File: src/dmem_defines.svh
// Address map, field positions, reset values and size limits of the data-memory addressing block.
// Assumes an 8-bit data path and an 8-bit data-memory address from the execution core.
`ifndef DMEM_DEFINES_SVH
`define DMEM_DEFINES_SVH

// Register offsets, identical in both banks
`define DMEM_ADDR_PORT0      8'h00
`define DMEM_ADDR_PTR0       8'h01
`define DMEM_ADDR_PORT1      8'h02
`define DMEM_ADDR_PTR1       8'h03
`define DMEM_ADDR_BANK       8'h04
`define DMEM_ADDR_ACC        8'h05

// Special-function windows handled by the rest of the core
`define DMEM_SFR_LO_START    8'h06
`define DMEM_SFR_LO_END      8'h1f
`define DMEM_SFR_HI_START    8'h27
`define DMEM_SFR_HI_END      8'h33

// Holes inside the low special-function window
`define DMEM_SFR_HOLE_A      8'h0c
`define DMEM_SFR_HOLE_B      8'h10
`define DMEM_SFR_HOLE_C      8'h13
`define DMEM_SFR_HOLE_D      8'h1d

// General-purpose area and the bank 1 EEPROM control register
`define DMEM_GPR_START       8'h40
`define DMEM_EEC_ADDR        8'h40
`define DMEM_GPR_BYTES_SMALL 32
`define DMEM_GPR_BYTES_LARGE 64
`define DMEM_GPR_IDX_W       6

// Bank select field and reset values
`define DMEM_BANK_BIT        0
`define DMEM_BANK_RESET      1'b0
`define DMEM_PTR_RESET       8'h00
`define DMEM_ACC_RESET       8'h00
`define DMEM_ZERO_BYTE       8'h00

`endif

File: src/dmem_pkg.sv
// Types shared by the data-memory addressing block.
// Assumes dmem_defines.svh is on the include path.
package dmem_pkg;

	// One data-memory access from the execution core
	typedef struct packed {
		logic       rd;
		logic       we;
		logic [7:0] addr;
		logic [7:0] wdata;
	} dmem_req_t;

	// Access forwarded to special-function registers kept elsewhere in the core
	typedef struct packed {
		logic       sel;
		logic       we;
		logic       bank1;
		logic [7:0] addr;
		logic [7:0] wdata;
	} dmem_ext_t;

	// Result written by the ALU
	typedef struct packed {
		logic       we;
		logic [7:0] data;
	} dmem_alu_t;

	// State of the top block
	typedef struct packed {
		logic       bank;
		logic [7:0] acc;
		logic [7:0] rdData;
		logic       rdValid;
	} dmem_state_t;

	// State of one memory pointer
	typedef struct packed {
		logic [7:0] value;
	} dmem_ptr_state_t;

endpackage

File: src/dmem_banked_addr.sv
// Banked data-memory addressing: direct and indirect decode, pointers, bank select, accumulator.
// Assumes one access per cycle from the execution core on the same clock; other SFRs live outside.
//
// What this block does
// - Every data memory location is one byte wide.
// - General-purpose bytes are read/write; protected SFRs are left to their owners.
// - Two banks; SFRs in both; EEPROM control at 40H only in bank 1.
// - Data memory addresses start at 00H.
// - Bank 0 RAM at 40H-5FH or 40H-7FH; bank 1 holds only 40H.
// - SFRs decoded at 00H-1FH and 27H-33H; unused ones read zero.
// - Indirect port accesses go to the pointer's address; port stores nothing.
// - First pair reaches bank 0 only; second pair follows the bank bit.
// - An indirect port reached indirectly reads 00H and ignores writes.
// - Both pointers are real 8-bit read/write registers.
// - Direct accesses always go to bank 0.
// - Bank register bit 0 selects the bank; bits 7-1 read zero.
// - Reset clears the bank bit, except watchdog reset in power-down.
// - SFR decode ignores the bank bit, except for EEPROM control at 40H.
// - ALU results land in the accumulator; moves pass through it.
`timescale 1ns/1ps
`include "dmem_defines.svh"

module dmem_banked_addr #(
	parameter int GprBytes = `DMEM_GPR_BYTES_LARGE
) (
	// Clock, reset, enable
	input  wire logic                clock,
	input  wire logic                rst_b,
	input  wire logic                ce,
	input  wire logic                wdtPdWake,
	// Access from the execution core
	input  wire dmem_pkg::dmem_req_t req,
	output logic                     rdValid,
	output logic [7:0]               rdData,
	// ALU result port
	input  wire dmem_pkg::dmem_alu_t alu,
	output logic [7:0]               accValue,
	// Other special-function registers
	output dmem_pkg::dmem_ext_t      ext,
	input  wire logic [7:0]          extRdata,
	// Pointer and bank state for the core
	output logic [7:0]               ptr0Value,
	output logic [7:0]               ptr1Value,
	output logic                     bankSel
);
	import dmem_pkg::*;

	dmem_state_t stQ;
	dmem_state_t stD;

	logic                        access;
	logic                        viaPort0;
	logic                        viaPort1;
	logic                        viaPort;
	logic [7:0]                  effAddr;
	logic                        effBank1;
	logic                        portAgain;
	logic                        ramHit;
	logic                        eecHit;
	logic                        sfrExtHit;
	logic                        ptr0We;
	logic                        ptr1We;
	logic                        ramWe;
	logic [7:0]                  ramRdata;
	logic [`DMEM_GPR_IDX_W-1:0]  ramIdx;

	// Low special-function window minus its holes, plus the high window; never depends on the bank
	function automatic logic isExtSfr(input logic [7:0] a);
		logic lo;
		logic hole;
		lo   = (a >= `DMEM_SFR_LO_START) && (a <= `DMEM_SFR_LO_END);
		hole = (a == `DMEM_SFR_HOLE_A) || (a == `DMEM_SFR_HOLE_B) ||
		       (a == `DMEM_SFR_HOLE_C) || (a == `DMEM_SFR_HOLE_D);
		return (lo && !hole) ||
		       ((a >= `DMEM_SFR_HI_START) && (a <= `DMEM_SFR_HI_END));
	endfunction

	// Address resolution: a port access uses its pointer instead of the address
	assign access    = req.rd || req.we;
	assign viaPort0  = req.addr == `DMEM_ADDR_PORT0;
	assign viaPort1  = req.addr == `DMEM_ADDR_PORT1;
	assign viaPort   = viaPort0 || viaPort1;
	assign effAddr   = viaPort0 ? ptr0Value : (viaPort1 ? ptr1Value : req.addr);
	assign effBank1  = viaPort1 && stQ.bank;
	assign portAgain = viaPort && ((effAddr == `DMEM_ADDR_PORT0) ||
	                              (effAddr == `DMEM_ADDR_PORT1));

	// Region decode; only the GPR and EEPROM control look at the bank
	assign ramHit    = !effBank1 && (effAddr >= `DMEM_GPR_START) &&
	                   (effAddr < (`DMEM_GPR_START + 8'(GprBytes)));
	assign eecHit    = effBank1 && (effAddr == `DMEM_EEC_ADDR);
	assign sfrExtHit = isExtSfr(effAddr) || eecHit;
	assign ramIdx    = effAddr[`DMEM_GPR_IDX_W-1:0];

	// Write strobes; ports themselves never hold data
	assign ptr0We = req.we && effAddr == `DMEM_ADDR_PTR0 && !portAgain;
	assign ptr1We = req.we && effAddr == `DMEM_ADDR_PTR1 && !portAgain;
	assign ramWe  = req.we && ramHit;

	// Forwarded SFR access; protection of those bits stays with their owner
	always_comb begin
		ext.sel   = access && sfrExtHit;
		ext.we    = req.we && sfrExtHit;
		ext.bank1 = eecHit;
		ext.addr  = effAddr;
		ext.wdata = req.wdata;
	end

	dmem_ptr_reg uPtr0 (
		.clock (clock),
		.rst_b (rst_b),
		.ce    (ce),
		.we    (ptr0We),
		.wdata (req.wdata),
		.value (ptr0Value)
	);

	dmem_ptr_reg uPtr1 (
		.clock (clock),
		.rst_b (rst_b),
		.ce    (ce),
		.we    (ptr1We),
		.wdata (req.wdata),
		.value (ptr1Value)
	);

	dmem_gpr_ram #(
		.Bytes (GprBytes)
	) uRam (
		.clock (clock),
		.ce    (ce),
		.we    (ramWe),
		.idx   (ramIdx),
		.wdata (req.wdata),
		.rdata (ramRdata)
	);

	// Next state: bank, accumulator and registered read data
	always_comb begin
		stD         = stQ;
		stD.rdValid = req.rd;
		stD.rdData  = `DMEM_ZERO_BYTE;
		if (req.rd && !portAgain) begin
			if (ramHit) begin
				stD.rdData = ramRdata;
			end else if (sfrExtHit) begin
				stD.rdData = extRdata;
			end else begin
				unique case (effAddr)
					`DMEM_ADDR_PTR0: stD.rdData = ptr0Value;
					`DMEM_ADDR_PTR1: stD.rdData = ptr1Value;
					`DMEM_ADDR_BANK: stD.rdData = {7'h00, stQ.bank};
					`DMEM_ADDR_ACC:  stD.rdData = stQ.acc;
					default:         stD.rdData = `DMEM_ZERO_BYTE;
				endcase
			end
		end
		if (req.we && !portAgain && effAddr == `DMEM_ADDR_BANK) begin
			stD.bank = req.wdata[`DMEM_BANK_BIT];
		end
		// ALU wins over a register write in the same cycle
		if (alu.we) begin
			stD.acc = alu.data;
		end else if (req.we && !portAgain && effAddr == `DMEM_ADDR_ACC) begin
			stD.acc = req.wdata;
		end
		// Watchdog wake from power-down keeps the bank so the program resumes in place
		if (!rst_b) begin
			stD.rdValid = 1'b0;
			stD.rdData  = `DMEM_ZERO_BYTE;
			stD.acc     = `DMEM_ACC_RESET;
			stD.bank    = wdtPdWake ? stQ.bank : `DMEM_BANK_RESET;
		end
	end

	// All state frozen while the clock enable is low
	always_ff @(posedge clock) begin
		if (ce) begin
			stQ <= stD;
		end
	end

	assign rdValid  = stQ.rdValid;
	assign rdData   = stQ.rdData;
	assign accValue = stQ.acc;
	assign bankSel  = stQ.bank;
endmodule

File: src/dmem_gpr_ram.sv
// General-purpose RAM of bank 0, one byte per location.
// Assumes the caller only strobes writes for in-range indices; contents are volatile.
`timescale 1ns/1ps
`include "dmem_defines.svh"

module dmem_gpr_ram #(
	parameter int Bytes = `DMEM_GPR_BYTES_LARGE
) (
	// Clock and enable
	input  wire logic                        clock,
	input  wire logic                        ce,
	// Access port
	input  wire logic                        we,
	input  wire logic [`DMEM_GPR_IDX_W-1:0]  idx,
	input  wire logic [7:0]                  wdata,
	output logic      [7:0]                  rdata
);
	import dmem_pkg::*;

	typedef struct packed {
		logic [Bytes-1:0][7:0] mem;
	} dmem_ram_state_t;

	dmem_ram_state_t stQ;
	dmem_ram_state_t stD;

	// No reset: RAM holds nothing defined after power-up
	always_comb begin
		stD = stQ;
		if (we) begin
			stD.mem[idx] = wdata;
		end
	end

	always_ff @(posedge clock) begin
		if (ce) begin
			stQ <= stD;
		end
	end

	// Read is combinational; the caller registers it
	assign rdata = stQ.mem[idx];
endmodule

File: src/dmem_ptr_reg.sv
// One 8-bit memory pointer, a plain read/write register.
// Assumes the caller decodes the write strobe; increments and decrements arrive as writes.
`timescale 1ns/1ps
`include "dmem_defines.svh"

module dmem_ptr_reg (
	// Clock, reset, enable
	input  wire logic       clock,
	input  wire logic       rst_b,
	input  wire logic       ce,
	// Write port
	input  wire logic       we,
	input  wire logic [7:0] wdata,
	// Current value
	output logic      [7:0] value
);
	import dmem_pkg::*;

	dmem_ptr_state_t stQ;
	dmem_ptr_state_t stD;

	// Next value: reset, then write
	always_comb begin
		stD = stQ;
		if (!rst_b) begin
			stD.value = `DMEM_PTR_RESET;
		end else if (we) begin
			stD.value = wdata;
		end
	end

	// Frozen while the clock enable is low
	always_ff @(posedge clock) begin
		if (ce) begin
			stQ <= stD;
		end
	end

	assign value = stQ.value;
endmodule

File: config.mk
export PLATFORM = sky130hd
export DESIGN_NAME = dmem_banked_addr
export DESIGN_NICKNAME = d
export VERILOG_FILES = /design/src/dmem_pkg.sv /design/src/dmem_banked_addr.sv /design/src/dmem_gpr_ram.sv /design/src/dmem_ptr_reg.sv
export VERILOG_INCLUDE_DIRS = /design/src
export SDC_FILE = /design/constraint.sdc
export NUM_CORES = 1
export LEC_CHECK = 0
export BUFFER_PORTS_ARGS = -buffer_cell sky130_fd_sc_hd__buf_2
export CORE_MARGIN = 4
export CORE_UTILIZATION = 30
export DETAILED_ROUTE_END_ITERATION = 7
export SETUP_SLACK_MARGIN = 0.02
export SYNTH_ARGS = -nofsm -noshare
export SYNTH_HDL_FRONTEND = slang
export SYNTH_HIERARCHICAL = 1
export SYNTH_SLANG_ARGS = --single-unit
File: constraint.sdc
create_clock -name clock -period 3.7 [get_ports clock]
set_input_delay 0.185 -clock clock [delete_from_list [all_inputs] [get_ports clock]]
set_output_delay 0.185 -clock clock [all_outputs]
set_load 0.02 [all_outputs]
# Yosys cells after proc, flatten, opt, wreduce, memory -nomap -nowiden
# Cells that the tools add are included.
# classes
multipliers	0
n_addsub	0
n_shift	0
reduce_logical	39
n_bitwise	0
magnitude_cmp	8
mux	18
n_div	0
n_eq_ne	16
# op_table
operator	count
512-bit bitwise mux	1
8-bit two-way mux	11
8-bit binary-select mux with 6-bit select	1
8-bit demux with 6-bit select	1
8-bit case mux with 4 select lines	1
8-bit by 2-bit equality test with 1-bit output (second input constant)	3
8-bit by 5-bit equality test with 1-bit output (second input constant)	3
1-bit logical AND	20
18-bit two-way mux	1
8-bit by 3-bit equality test with 1-bit output (second input constant)	2
8-bit zero test	2
2-bit AND reduction	5
8-bit by 1-bit equality test with 1-bit output (second input constant)	1
8-bit by 4-bit equality test with 1-bit output (second input constant)	1
8-bit by 7-bit equality test with 1-bit output (second input constant)	1
8-bit by 3-bit greater-or-equal comparator with 1-bit output (second input constant)	1
8-bit by 6-bit greater-or-equal comparator with 1-bit output (second input constant)	1
8-bit by 7-bit greater-or-equal comparator with 1-bit output (second input constant)	1
8-bit by 5-bit less-or-equal comparator with 1-bit output (second input constant)	1
8-bit by 6-bit less-or-equal comparator with 1-bit output (second input constant)	1
1-bit logical OR	8
8-bit less-than comparator (second input constant)	1
6-bit by 7-bit less-than comparator with 1-bit output (second input constant)	1
6-bit by 1-bit greater-or-equal comparator with 1-bit output (second input constant)	1
6 further kinds	11
# totals
ram_bits	0
regBits	546
in_bits	39
memories	0
latchBits	0
elab_cells	151
rom_bits	0

# Depth between registers and ports, before layout
# depth
word_depth	15
depth_mapped	16
depth_no_buf	12

# Hierarchy
# Netlist, hierarchy kept.
# modules_own_cells
module	cells_per_inst	area_each_um2	n_inst
dmem_gpr_ram	1207	20094.3	1
dmem_banked_addr	181	1707.9	1
dmem_ptr_reg	18	301.5	2

# Least setup slack after synthesis
# No wires, ideal clock.
# synth_timing
kind	input port to flip-flop
startpoint	in req[8] (netlist name)
endpoint	reg stQ (netlist bit rdData[1]) (data pin)
arrival_ps	3462
required_time_ps	3444
setup_slack_ps	-17
n_path_buf	3
path_stages	11
path_cell_list	or3_1 > o41ai_1 > buf_2 > nor2_1 > nand2_1 > buf_2 > clkbuf_1 > o22ai_1 > a221oi_1 > nand4_1 > o211a_1
# synth_rtl
item	line	text
start: declaration	dmem_banked_addr.sv:32	input wire dmem_pkg::dmem_req_t req,
end signal: assignment	dmem_banked_addr.sv:179	stQ <= stD;
end: declaration	dmem_banked_addr.sv:48	dmem_state_t stQ;

# Worst setup path after layout
# layout_timing
startpoint	reg uPtr1.stQ (netlist bit uPtr1/value[0])
endpoint	reg stQ (netlist bit rdData[7]) (data pin)
# layout_via
elab_cells_between_ends	41
# layout_rtl
item	line	text
start: declaration	dmem_ptr_reg.sv:19	dmem_ptr_state_t stQ;
start signal: assignment	dmem_ptr_reg.sv:35	stQ <= stD;
8-bit two-way mux (2 in a row)	dmem_banked_addr.sv:83	assign effAddr = viaPort0 ? ptr0Value : (viaPort1 ? ptr1Value : req.addr);
8-bit binary-select mux with 6-bit select	dmem_gpr_ram.sv:42	assign rdata = stQ.mem[idx];
8-bit two-way mux (implied by the code)	dmem_gpr_ram.sv:42	
via ramRdata[7]	dmem_banked_addr.sv:64	logic [7:0] ramRdata;
8-bit two-way mux	dmem_banked_addr.sv:144	if (ramHit) begin
# The timed path passes the listed nets, and every way through them passes these cells. The select of a mux whose other input is x is not followed.
# A chain may end at the register's enable or synchronous reset.

==> flow_summary.toml <==
[timing]
report.final.slew_viol_count = 0
max_freq_ghz = 0.277
rsz0062_at_grt = "no"
fin_skew_ns = 0.0238
setup_ws_ns = 0.0934
tightest_slew_ns = 1.08
setup_violations = 0
fin_crit_sh = 0.975
fin_crit_ns = 3.61
slew_headroom = 0.277
whs_ns = 0.131
hold_viol = 0

[hold_path]
min-delay-path-class = "in2reg"
hold_path_depth = 4

[worst_setup_path]
reg2reg_slack_ns = 0.09
arrival_ns = 3.96
critPathCaptureType = "flop"
r2r.worst_path.cells = 11
reg2reg_to = "rdData[7]$_SDFFCE_PN0P_"
critPathRequiredTime_ns = 4.05
cp-start-kind = "flop"
startpoint = "uPtr1/value[0]$_SDFFCE_PN0P_"
reg2reg_from = "uPtr1/value[0]$_SDFFCE_PN0P_"
worstSetupPathType = "reg2reg"
worstPathMaxFanout = 14
cp-endpoint = "rdData[7]$_SDFFCE_PN0P_"

[clock_tree]
cts_tree = "built"
cts.clk_slew.worst_paths_ns = 0.06
cts-htree-levels = 2
cts_root_buf = "clkbuf_16"
clk_path_buf_depth = 3
cts_setup_buffers = 0
cts_inserted_buffers = 56
clock_latency_ns = 0.62
cts_sinks = 546

[global_routing]
antenna_found_initial = 0
grt_pass1_wl_um = 96500
track_usage = 0.163
overflow = 0
grt_max_degree = 70
grt_pass1_vias = 14600

[placed_design]
numPortBuffers = 91
place_worst_setup_slack_ns = -0.585
post-dp-hpwl_um = 44700
place_inst = 2597
placed_cell_area_um2 = 25400
place_congestion = 0.897

[flow_run]
drv_cap = 0

[die]
dieArea_um2 = 79100
die_height_um = 281
die_w_um = 281
rows = 99
start_util = 0.305
core_um2 = 73500
ioPinCount = 92

[route]
route.vias.total = 14500
drtIter0Drc = 1783
wl_per_cell_um = 24.3
ant_nets = 0
totalWireLength_um = 65900
route.detailed.drc = 0
dr.pass1.iters = 6
via_per_inst = 5.34

[final_layout]
final_cell_mix = "546 x edfxtp_1, 212 x buf_4, 107 x nor2_1"
final_util = 0.374
fin_nets = 1746
nFillCells = 6800
drive_gt1_frac = 0.272
final_common_cell = "edfxtp_1"
final_area_um2 = 27500
final-instance-count-excl-fill = 2713
area_growth_pct = 22.6

[power_and_ir_drop]
ir_drop_mv = 0.313
p_leak_nw = 9.29
p_per_area_nw_per_um2 = 498

[logic_synthesis]
syn_nets = 1463
yosysTopAreaCell = "edfxtp_1"
ys.flop_type = "edfxtp_1"
ys_warn_count = 6
synth.distinct_cells = 83
synthCells = 1424
yosysTopAreaCellShare = 0.732
synth_area_um2 = 22400
yosys-top-cells-area = "edfxtp_1 73%, a22oi_1 3.1%, mux2i_1 2.4%"
synthArstFlopShare = 0
ys_seq_area_frac = 0.732
ys_ff_latch = 546
synth_edf_count = 546
post_synth.cell_area_avg_um2 = 15.7

[outcome]
run_status = "finished, final reports clean"
==> report_power, final <==
part / internal, mW / switching [mW]
Sequential: 6.84 / 0.0227
Clock: 3.48 / 2.31
Combinational: 0.368 / 0.665
Total: 10.7 / 3.00
==> layout make-up <==
class                      count  area [µm²]  area share
timing repair buffer         329        2450      0.0891
antenna                        1        2.50   0.0000911
clock buffer                  69        1490      0.0543
tap                          959        1200      0.0437
sequential                   546       16400       0.597
inverter                      27         111     0.00405
clock inverter                35         405      0.0148
multi-input combinational    747        5420       0.197
==> cells in the mapped netlist, types with 3 or more instances <==
| library cell | number |
|---|---|
| o22ai_1 | 18 |
| or2_2 | 6 |
| inv_1 | 26 |
| a21oi_1 | 77 |
| nand3_1 | 5 |
| a211o_1 | 4 |
| clkbuf_1 | 31 |
| a2bb2oi_1 | 3 |
| a32oi_1 | 4 |
| nand4_1 | 8 |
| buf_2 | 36 |
| nor3_1 | 10 |
| a22o_1 | 20 |
| o21ai_1 | 7 |
| or4_1 | 6 |
| a211oi_1 | 5 |
| o2bb2ai_1 | 5 |
| o211ai_1 | 13 |
| a2111oi_0 | 5 |
| mux2i_1 | 54 |
| nor2_1 | 108 |
| mux2_2 | 25 |
| buf_4 | 18 |
| a22oi_1 | 92 |
| a221oi_1 | 52 |
| buf_1 | 8 |
| nand2b_1 | 6 |
| o22a_1 | 3 |
| nor4_1 | 4 |
| o21ai_0 | 20 |
| buf_6 | 11 |
| mux4_2 | 12 |
| o221ai_1 | 11 |
| and2_1 | 23 |
| a31oi_1 | 11 |
| or3_1 | 9 |
| edfxtp_1 | 546 |
| o211a_1 | 7 |
| nand2_1 | 43 |
| nor2b_1 | 16 |
==> kinds of logic (layout without fill, tap and decap cells) <==
kind of cell	after synthesis	count (layout)	synth area share
flops	546	546	0.732
other cells	0	1	0
compound gates	385	385	0.127
simple gates	269	269	0.0605
mux	93	93	0.0498
buf+inv	131	460	0.0307
==> worst min path at each step <==
stage	start	end	slack (ns)
after floorplan	req[0]	uRam/stQ[0]$_DFFE_PP_	0.28
after global placement	req[17]	rdValid$_SDFFCE_PN0P_	0.53
after detailed placement	req[17]	rdValid$_SDFFCE_PN0P_	0.54
after CTS	wdtPdWake	bankSel$_SDFFCE_PN0P_	0.11
after global routing	req[3]	uRam/stQ[59]$_DFFE_PP_	0.15
final	wdtPdWake	bankSel$_SDFFCE_PN0P_	0.13
==> worst max-delay path: stages (launching register included) <==
cell and delay [ns]:
edfxtp_1 0.41, mux2_2 0.32, a31oi_4 0.23, inv_4 0.15, nor2b_2 0.27, buf_4 0.23, buf_4 0.18, a22oi_1 0.20
o32ai_1 0.15, a2111oi_2 0.51, o2111ai_1 0.36, o211a_1 0.33
==> stage by stage <==
stage	power (mW)	TNS [ns]
2_1_floorplan	7.48	0
3_3_place_gp	7.98	-1.33
3_5_place_dp	8.00	-1.61
4_1_cts	13.8	0
5_1_grt	14.1	0
6_report	13.7	0
==> metal layers <==
layer / vias up / wire [µm] / track usage
met1: 7376 / 27200 / 0.217
met2: 697 / 31400 / 0.268
met3: 108 / 5390 / 0.0351
met5: - / 0 / 0
li1: 6300 / - / -
met4: 0 / 1990 / 0.0518
==> timing repair <==
| item | 4_1_cts | 5_1_grt |
|---|---|---|
| endpoints found under the hold margin | 19 | 0 |
| resized for setup | 7 | 11 |
| pin swaps | 0 | 3 |
| endpoints found under the setup margin | 4 | 6 |
| hold buffers | 11 | 0 |
==> state kept, by name (all words and copies together) (netlist names) <==
register     cells
accValue         8
bankSel          1
rdData           8
rdValid          1
uPtr0/value      8
uPtr1/value      8
uRam/stQ       512
Note: power is estimated with default switching activity, not from simulation.
